==> config.mk <==
export PLATFORM = sky130hd
export DESIGN_NAME = dcf_fifo
export DESIGN_NICKNAME = d
export VERILOG_FILES = /design/src/rtl/dcf_pkg.sv /design/src/rtl/dcf_fifo.sv
export VERILOG_INCLUDE_DIRS = /design/src /design/src/rtl
export SDC_FILE = /design/constraint.sdc
export NUM_CORES = 2
export LEC_CHECK = 0
export BUFFER_PORTS_ARGS = -buffer_cell sky130_fd_sc_hd__buf_2
export CAP_MARGIN = 10
export CORE_UTILIZATION = 60
export CTS_BUF_LIST = sky130_fd_sc_hd__clkbuf_2
export CTS_CLUSTER_DIAMETER = 60
export DETAILED_ROUTE_END_ITERATION = 10
export PLACE_DENSITY = 0.77
export SLEW_MARGIN = 10
export SYNTH_ARGS = -nofsm -noshare
export SYNTH_HDL_FRONTEND = slang
export SYNTH_SLANG_ARGS = --single-unit
==> constraint.sdc <==
create_clock -name aclk -period 8.01 [get_ports aclk]
set_input_delay 1.602 -clock aclk [delete_from_list [all_inputs] [get_ports aclk]]
set_output_delay 1.602 -clock aclk [all_outputs]
set_load 0.05 [all_outputs]
==> src/rtl/dcf_consts.svh <==
// constants for the dual-clock flagged fifo
`ifndef DCF_CONSTS_SVH
`define DCF_CONSTS_SVH

// ----------------------------------------
// storage geometry
// ----------------------------------------
`define DCF_DATA_W 18
`define DCF_DEPTH 64
`define DCF_PTR_W 7
`define DCF_IDX_W 6
`define DCF_OFF_W 5
`define DCF_DEPTH_CNT 7'h40
`define DCF_HALF_CNT 7'h20
`define DCF_OFF_DEFAULT 5'h08

// ----------------------------------------
// register bus
// ----------------------------------------
`define DCF_ADDR_W 8
`define DCF_REG_CTRL 8'h00
`define DCF_REG_STATUS 8'h04
`define DCF_REG_OFFSETS 8'h08
`define DCF_CTRL_INHIBIT_BIT 0
`define DCF_STAT_FULL_BIT 8
`define DCF_STAT_EMPTY_BIT 9
`define DCF_STAT_HALF_BIT 10
`define DCF_STAT_AFE_BIT 11
`define DCF_STAT_PROG_BIT 12
`define DCF_OFF_Y_LSB 8
`define DCF_CTRL_RESET 1'h0
`define DCF_RESP_OKAY 2'h0
`define DCF_RESP_SLVERR 2'h2

`endif

==> src/rtl/dcf_pkg.sv <==
// types for the dual-clock flagged fifo
`include "dcf_consts.svh"

package dcf_pkg;

    typedef struct packed {
        logic [`DCF_DEPTH-1:0][`DCF_DATA_W-1:0] mem;
        logic [`DCF_DATA_W-1:0] dout;
        logic [`DCF_PTR_W-1:0] wr_ptr;
        logic [`DCF_PTR_W-1:0] rd_ptr;
        logic ld_prev;
        logic un_prev;
        logic prog_open;
        logic prog_second;
        logic [`DCF_OFF_W-1:0] off_x;
        logic [`DCF_OFF_W-1:0] off_y;
        logic inhibit;
        logic aw_hold;
        logic [`DCF_ADDR_W-1:0] aw_addr;
        logic w_hold;
        logic [31:0] w_data;
        logic [3:0] w_strb;
        logic bvalid;
        logic [1:0] bresp;
        logic rvalid;
        logic [31:0] rdata;
        logic [1:0] rresp;
    } dcf_state_t;

endpackage

==> src/rtl/dcf_fifo.sv <==
// dual-clock 64x18 fifo with full, empty, half-full and programmable flag
//
// The address map and register access over AXI4-Lite were left to the implementer.
`timescale 1ns/100ps
`include "dcf_consts.svh"

// What this block does
// - Stores up to 64 words of 18 bits in first-in first-out order.
// - Load clock rising edge writes data_in unless buffer is full or the CTRL inhibit bit is set.
// - Unload clock rising edge advances to next word unless buffer is empty.
// - Full flag low when loaded exceeds unloaded by 64, else high.
// - Empty flag low while nothing stored, high otherwise.
// - Half-full flag high at 32 or more words, low at 31 or fewer.
// - Programmable flag high when count at most X or at least 64 minus Y.
// - With program enable held high, both offsets default to 8.
// - First programming load edge after reset stores data_in[4:0] into X and Y.
// - A second programming load edge overwrites only Y.
// - Programming load edges before the first stored word never write into the buffer memory.
// - Offsets are five-bit values from 0 to 31.
// - Reset clears pointers, full flag high, half-full and empty flags low.
// - Programmable flag reads high after reset.
// - Reset leaves the output word undefined.
// - First word into empty buffer appears on data_out without unloading.
// - Output is non-inverted and released while output enable is high.
// - Works for asynchronous or identical load and unload clocks.
module dcf_fifo
    import dcf_pkg::*;
(
    input wire logic aclk, // system clock
    input wire logic aresetn, // synchronous reset, active low
    input wire logic [`DCF_ADDR_W-1:0] s_axi_awaddr, // write address
    input wire logic s_axi_awvalid, // write address valid
    output logic s_axi_awready, // write address ready
    input wire logic [31:0] s_axi_wdata, // write data
    input wire logic [3:0] s_axi_wstrb, // write byte strobes
    input wire logic s_axi_wvalid, // write data valid
    output logic s_axi_wready, // write data ready
    output logic [1:0] s_axi_bresp, // write response
    output logic s_axi_bvalid, // write response valid
    input wire logic s_axi_bready, // write response ready
    input wire logic [`DCF_ADDR_W-1:0] s_axi_araddr, // read address
    input wire logic s_axi_arvalid, // read address valid
    output logic s_axi_arready, // read address ready
    output logic [31:0] s_axi_rdata, // read data
    output logic [1:0] s_axi_rresp, // read response
    output logic s_axi_rvalid, // read data valid
    input wire logic s_axi_rready, // read data ready
    input wire logic load_clock, // producer load strobe, sampled on aclk
    input wire logic unload_clock, // consumer unload strobe, sampled on aclk
    input wire logic [`DCF_DATA_W-1:0] data_in, // word to load or offset value
    input wire logic program_enable_n, // offset programming enable, active low
    input wire logic output_enable_n, // data output enable, active low
    output logic [`DCF_DATA_W-1:0] data_out, // head word
    output logic data_out_oe_n, // low while data_out is driven
    output logic full_n, // low when full
    output logic empty_n, // low when empty
    output logic half_full_flag, // high at 32 or more words
    output logic almost_full_empty_flag // high near empty or near full
);

    dcf_state_t st_ff;
    dcf_state_t nxt_st;

    logic [`DCF_PTR_W-1:0] count;
    logic is_full;
    logic is_empty;
    logic ld_rise;
    logic un_rise;
    logic prog_hit;
    logic do_wr;
    logic do_rd;
    logic aw_take;
    logic w_take;
    logic aw_have;
    logic w_have;
    logic [`DCF_ADDR_W-1:0] wr_addr;
    logic [3:0] wr_strb;
    logic [31:0] wr_data;
    logic [`DCF_PTR_W-1:0] low_lim;
    logic [`DCF_PTR_W-1:0] high_lim;
    logic [`DCF_DEPTH-1:0] ent_wr;

    // ----------------------------------------
    // level and flag decode
    // ----------------------------------------
    // both strobes sampled on aclk, pointers never cross a clock boundary
    assign count = st_ff.wr_ptr - st_ff.rd_ptr;
    assign is_full = (count == `DCF_DEPTH_CNT);
    assign is_empty = (count == 7'h00);
    assign low_lim = {2'h0, st_ff.off_x};
    assign high_lim = `DCF_DEPTH_CNT - {2'h0, st_ff.off_y};

    assign full_n = ~is_full | ~aresetn;
    assign empty_n = ~is_empty & aresetn;
    assign half_full_flag = (count >= `DCF_HALF_CNT) & aresetn;
    // after reset the count is zero, so the flag shows high
    assign almost_full_empty_flag = (count <= low_lim) | (count >= high_lim)
        | ~aresetn;

    assign data_out = st_ff.dout;
    assign data_out_oe_n = output_enable_n;

    assign s_axi_awready = ~st_ff.aw_hold & ~st_ff.bvalid;
    assign s_axi_wready = ~st_ff.w_hold & ~st_ff.bvalid;
    assign s_axi_bvalid = st_ff.bvalid;
    assign s_axi_bresp = st_ff.bresp;
    assign s_axi_arready = ~st_ff.rvalid;
    assign s_axi_rvalid = st_ff.rvalid;
    assign s_axi_rdata = st_ff.rdata;
    assign s_axi_rresp = st_ff.rresp;

    assign aw_take = s_axi_awvalid & s_axi_awready;
    assign w_take = s_axi_wvalid & s_axi_wready;
    assign aw_have = st_ff.aw_hold | aw_take;
    assign w_have = st_ff.w_hold | w_take;
    assign wr_addr = st_ff.aw_hold ? st_ff.aw_addr : s_axi_awaddr;
    assign wr_data = st_ff.w_hold ? st_ff.w_data : s_axi_wdata;
    assign wr_strb = st_ff.w_hold ? st_ff.w_strb : s_axi_wstrb;

    assign ld_rise = load_clock & ~st_ff.ld_prev;
    assign un_rise = unload_clock & ~st_ff.un_prev;
    assign prog_hit = ld_rise & st_ff.prog_open & ~program_enable_n;
    assign do_wr = ld_rise & ~prog_hit & ~is_full & ~st_ff.inhibit;
    assign do_rd = un_rise & ~is_empty;

    // ----------------------------------------
    // per-entry write select
    // ----------------------------------------
    for (genvar e = 0; e < `DCF_DEPTH; e++) begin : g_ent
        localparam logic [`DCF_IDX_W-1:0] ENT_IDX = e;
        assign ent_wr[e] = do_wr & (st_ff.wr_ptr[`DCF_IDX_W-1:0] == ENT_IDX);
    end

    // ----------------------------------------
    // next state
    // ----------------------------------------
    always_comb begin
        nxt_st = st_ff;
        nxt_st.ld_prev = load_clock;
        nxt_st.un_prev = unload_clock;

        // offset programming window, open until the first stored word
        if (prog_hit) begin
            if (!st_ff.prog_second) begin
                nxt_st.off_x = data_in[`DCF_OFF_W-1:0];
                nxt_st.off_y = data_in[`DCF_OFF_W-1:0];
                nxt_st.prog_second = 1'h1;
            end else begin
                nxt_st.off_y = data_in[`DCF_OFF_W-1:0];
            end
        end

        for (int e = 0; e < `DCF_DEPTH; e++) begin
            if (ent_wr[e]) begin
                nxt_st.mem[e] = data_in;
            end
        end
        if (do_wr) begin
            nxt_st.wr_ptr = st_ff.wr_ptr + 7'h01;
            nxt_st.prog_open = 1'h0;
        end
        if (do_rd) begin
            nxt_st.rd_ptr = st_ff.rd_ptr + 7'h01;
        end
        // head word follows the read pointer, so a first load shows at once
        nxt_st.dout = nxt_st.mem[nxt_st.rd_ptr[`DCF_IDX_W-1:0]];

        // register write channel
        if (aw_take) begin
            nxt_st.aw_hold = 1'h1;
            nxt_st.aw_addr = s_axi_awaddr;
        end
        if (w_take) begin
            nxt_st.w_hold = 1'h1;
            nxt_st.w_data = s_axi_wdata;
            nxt_st.w_strb = s_axi_wstrb;
        end
        if (st_ff.bvalid && s_axi_bready) begin
            nxt_st.bvalid = 1'h0;
        end
        if (aw_have && w_have && !st_ff.bvalid) begin
            nxt_st.aw_hold = 1'h0;
            nxt_st.w_hold = 1'h0;
            nxt_st.bvalid = 1'h1;
            nxt_st.bresp = `DCF_RESP_OKAY;
            unique case (wr_addr)
                `DCF_REG_CTRL: begin
                    if (wr_strb[0]) begin
                        nxt_st.inhibit = wr_data[`DCF_CTRL_INHIBIT_BIT];
                    end
                end
                `DCF_REG_STATUS, `DCF_REG_OFFSETS: begin
                end
                default: begin
                    nxt_st.bresp = `DCF_RESP_SLVERR;
                end
            endcase
        end

        // register read channel
        if (st_ff.rvalid && s_axi_rready) begin
            nxt_st.rvalid = 1'h0;
        end
        if (s_axi_arvalid && !st_ff.rvalid) begin
            nxt_st.rvalid = 1'h1;
            nxt_st.rresp = `DCF_RESP_OKAY;
            nxt_st.rdata = 32'h0000_0000;
            unique case (s_axi_araddr)
                `DCF_REG_CTRL: begin
                    nxt_st.rdata[`DCF_CTRL_INHIBIT_BIT] = st_ff.inhibit;
                end
                `DCF_REG_STATUS: begin
                    nxt_st.rdata[`DCF_PTR_W-1:0] = count;
                    nxt_st.rdata[`DCF_STAT_FULL_BIT] = full_n;
                    nxt_st.rdata[`DCF_STAT_EMPTY_BIT] = empty_n;
                    nxt_st.rdata[`DCF_STAT_HALF_BIT] = half_full_flag;
                    nxt_st.rdata[`DCF_STAT_AFE_BIT] = almost_full_empty_flag;
                    nxt_st.rdata[`DCF_STAT_PROG_BIT] = st_ff.prog_open;
                end
                `DCF_REG_OFFSETS: begin
                    nxt_st.rdata[`DCF_OFF_W-1:0] = st_ff.off_x;
                    nxt_st.rdata[`DCF_OFF_Y_LSB +: `DCF_OFF_W] = st_ff.off_y;
                end
                default: begin
                    nxt_st.rresp = `DCF_RESP_SLVERR;
                end
            endcase
        end

        // memory and output word are left as they are
        if (!aresetn) begin
            nxt_st.wr_ptr = 7'h00;
            nxt_st.rd_ptr = 7'h00;
            nxt_st.ld_prev = 1'h1;
            nxt_st.un_prev = 1'h1;
            nxt_st.prog_open = 1'h1;
            nxt_st.prog_second = 1'h0;
            nxt_st.off_x = `DCF_OFF_DEFAULT;
            nxt_st.off_y = `DCF_OFF_DEFAULT;
            nxt_st.inhibit = `DCF_CTRL_RESET;
            nxt_st.aw_hold = 1'h0;
            nxt_st.aw_addr = 8'h00;
            nxt_st.w_hold = 1'h0;
            nxt_st.w_data = 32'h0000_0000;
            nxt_st.w_strb = 4'h0;
            nxt_st.bvalid = 1'h0;
            nxt_st.bresp = `DCF_RESP_OKAY;
            nxt_st.rvalid = 1'h0;
            nxt_st.rdata = 32'h0000_0000;
            nxt_st.rresp = `DCF_RESP_OKAY;
        end
    end

    // ----------------------------------------
    // state register
    // ----------------------------------------
    always_ff @(posedge aclk) begin
        st_ff <= nxt_st;
    end

endmodule

==> metrics.yaml <==
cpMaxStageDelayCell: "xnor2_2"
grt_pass1_vias: 49800
cellPowerDensity_mw_per_mm2: 296
crit_chain: "inv_1 > ha_1 > inv_1 > fa_1 > a211oi_2 > nor2_1 > xnor2_2 > ha_1 > a21oi_1 > a31oi_1 > or3_1 > nand4b_1 > buf_2"
async_reset_ff_frac: 0
place_ws_ps: 1740
timing.final.ws_setup_ps: 1230
initial_core_util: 0.606
syn_to_final_growth_pct: 6.06
critPathTopFamily: "adder cells"
max_freq_mhz: 148
peakVddDrop_uv: 232
critPathMaxFanout: 8
layout.nets: 7106
crit_required_ps: 6410
hold_viol_final: 0
period_minus_slack_ps: 6780
max-slew-margin-rel: 0.0643
drt-total-wl_um: 208000
clockRootBuffer: "clkbuf_2"
cp.arrival_ps: 5170
cap_violations: 0
grt_overflow_total: 0
crit_buf_inv: 3
drt-vias-per-instance: 6.45
ff_latch_area_sq_mm: 0.0246
grt_util_all_layers: 0.423
cts_buffers: 328
postCtsHoldBufs: 0
drv_slew: 0
outcome: "finished, final reports clean"
grt_start_max_net_pins: 104
cts_resized: 0
drt_first_pass_iters: 10
period_share: 0.846
cp_slowest_stage_delay_ps: 520
netlist-cell-type-count: 106
cts_setup_buffers: 0
vias: 54700
wire_per_inst_um: 24.5
io_buffers: 86
dp_hpwl_um: 133000
synth-edff-count: 0
synth_flop_cell: "dfxtp_1"
cts.sinks: 1227
multi_input_area_sq_mm: 0.0289
ys_warn_count: 0
worstMarginPinSlew_ps: 1400
synthCells: 7028
n_fill_cell: 8187
endpoint_kind: "output port"
grt_pass1_wl_um: 305000
rows: 112
die_y_um: 309
startpoint: "st_ff[106]"
totalNegativeSetupSlack_ps: 0
final_antenna_net_count: 0
crit_path_start_kind: "flop"
drive_gt1_frac: 0.170
drt-initial-drc-count: 7939
dieArea_sq_mm: 0.0956
coreArea_sq_mm: 0.0933
syn_area_sq_mm: 0.0566
io_pins: 145
rr_startpoint: "st_ff[106]"
avgSynthCellArea_sq_um: 8.05
hp-class: "in2reg"
setup_viol: 0
antenna_found_initial: 20
gp_congestion: 1.02
p_leak_nw: 24.8
clockBufferDepth: 4
clock_latency_ps: 1650
ys_seq_area_frac: 0.434
hp-start: "load_clock"
crit_type: "reg2out"
cts_tree: "built"
dieWidth_um: 309
rsz0062_at_grt: "no"
skew_ps: 159
route.detailed.drc: 0
cts-htree-levels: 5
path_clk_slew_ps: 100
synth-seq-cells: 1227
## worst reg2reg max path, cell delays in order (launching register included)
cell and delay, ps:
dfxtp_1 360, inv_1 250, ha_1 240, inv_1 60, fa_1 410, xor2_1 250, nor4b_1 350, mux2i_2 210
nor3_4 230, mux2i_1 540, or2_4 650, nand2_1 680, buf_4 420, o32ai_1 180, o21ai_0 150, a211oi_1 940
a311oi_2 320, a221oi_2 380
## cells in the final DEF, fill, tap and decap left out, drive strengths merged, types with 32 or more instances in the layout
cell type,netlist,layout
a211oi,36,36
buf,348,300
o22ai,109,109
inv,33,40
mux2i,110,110
nand4,35,35
nor2,341,341
a221oi,33,33
a21oi,147,147
a31oi,37,37
clkbuf,331,468
mux2,305,305
o21ai,647,647
o211ai,75,75
nor3,280,280
and2,37,37
nor4,42,42
o32ai,37,37
nand3,188,188
dfxtp,1227,1227
a22oi,32,32
o31ai,48,48
or3,114,114
nor2b,34,34
o221ai,59,59
clkinv,0,62
nand2,1916,1916
o311ai,48,48
## metrics by stage
step	power, W	hold slack (ps)	std cells	utilization	area (sq um)
after floorplan	0.0115	405	7049	-	56700
after detailed placement	0.0134	421	7924	0.615	57400
after global routing	0.0184	216	8466	0.643	60000
after CTS	0.0174	148	8463	0.643	60000
final	0.0178	238	8472	0.643	60000
after global placement	0.0133	413	7924	0.615	57400
## synthesized netlist by cell type, types with 31 or more instances
cell type,instances,area [sq um]
nand2_1,1911,7170
dfxtp_1,1227,24600
o21ai_0,616,3080
nor2_1,335,1260
clkbuf_1,331,1240
mux2_2,305,3430
nor3_1,273,1370
buf_2,185,926
nand3_1,175,876
a21oi_1,146,731
or3_1,114,713
o22ai_1,109,682
mux2i_1,107,1070
buf_4,81,608
o211ai_1,75,563
o221ai_1,58,508
buf_1,56,210
o31ai_1,48,360
a31oi_1,37,231
o32ai_1,37,324
and2_1,36,225
a211oi_1,35,263
nor2b_1,34,213
a22oi_1,32,240
inv_1,32,120
nand4_1,31,194
## routing by layer
layer / vias up / part of all wire / GRT usage
met5: - / 0.00059 / 0.00758
met4: 18 / 0.068 / 0.274
li1: 24600 / - / -
met1: 25500 / 0.38 / 0.543
met3: 834 / 0.15 / 0.158
met2: 3726 / 0.40 / 0.593
## flip-flops by register name, summed over array words and instances, names as in the netlist
signal / flops
s_axi_bresp: 1
s_axi_bvalid: 1
s_axi_rvalid: 1
s_axi_rresp: 1
s_axi_rdata: 12
low_lim: 5
st_ff: 1188
data_out: 18
## power by group
part | switching (W) | internal (W) | total [W]
clock | 0.00260 | 0.00154 | 0.00414
combinational | 0.00507 | 0.00210 | 0.00718
sequential | 0.000152 | 0.00631 | 0.00646
## final timing paths
path / endpoint / slack [ps] / depth (start not counted)
setup / recovery: almost_full_empty_flag / 1230 / 13
hold / removal: st_ff[98] / 240 / 2
setup reg to reg: data_out[2] / 1240 / 17
hold reg to reg: st_ff[578] / 440 / 2
## cell families (layout without fill, tap and decap cells)
logic type,count (synthesis),after routing,share of synthesized area
and+or+nand+nor,3081,3081,0.237
AOI/OAI and AO/OA,1549,1549,0.180
DFF,1227,1227,0.434
buffers and inverters,712,872,0.0601
muxes,415,415,0.0805
adders and majority gates,25,25,0.00566
xor gates and xnor gates,18,18,0.00292
other,1,31,0.0000663
## final cells by class
type | instances | share of cell area
multi-input cells | 5110 | 0.482
well taps | 1254 | 0.0261
clock buffers | 468 | 0.0390
diodes | 9 | 0.000375
repair buffers | 300 | 0.0368
inverters | 33 | 0.00206
flip-flops and latches | 1227 | 0.409
clock inverters | 71 | 0.00467
Note: power is estimated with default switching activity, not from simulation.
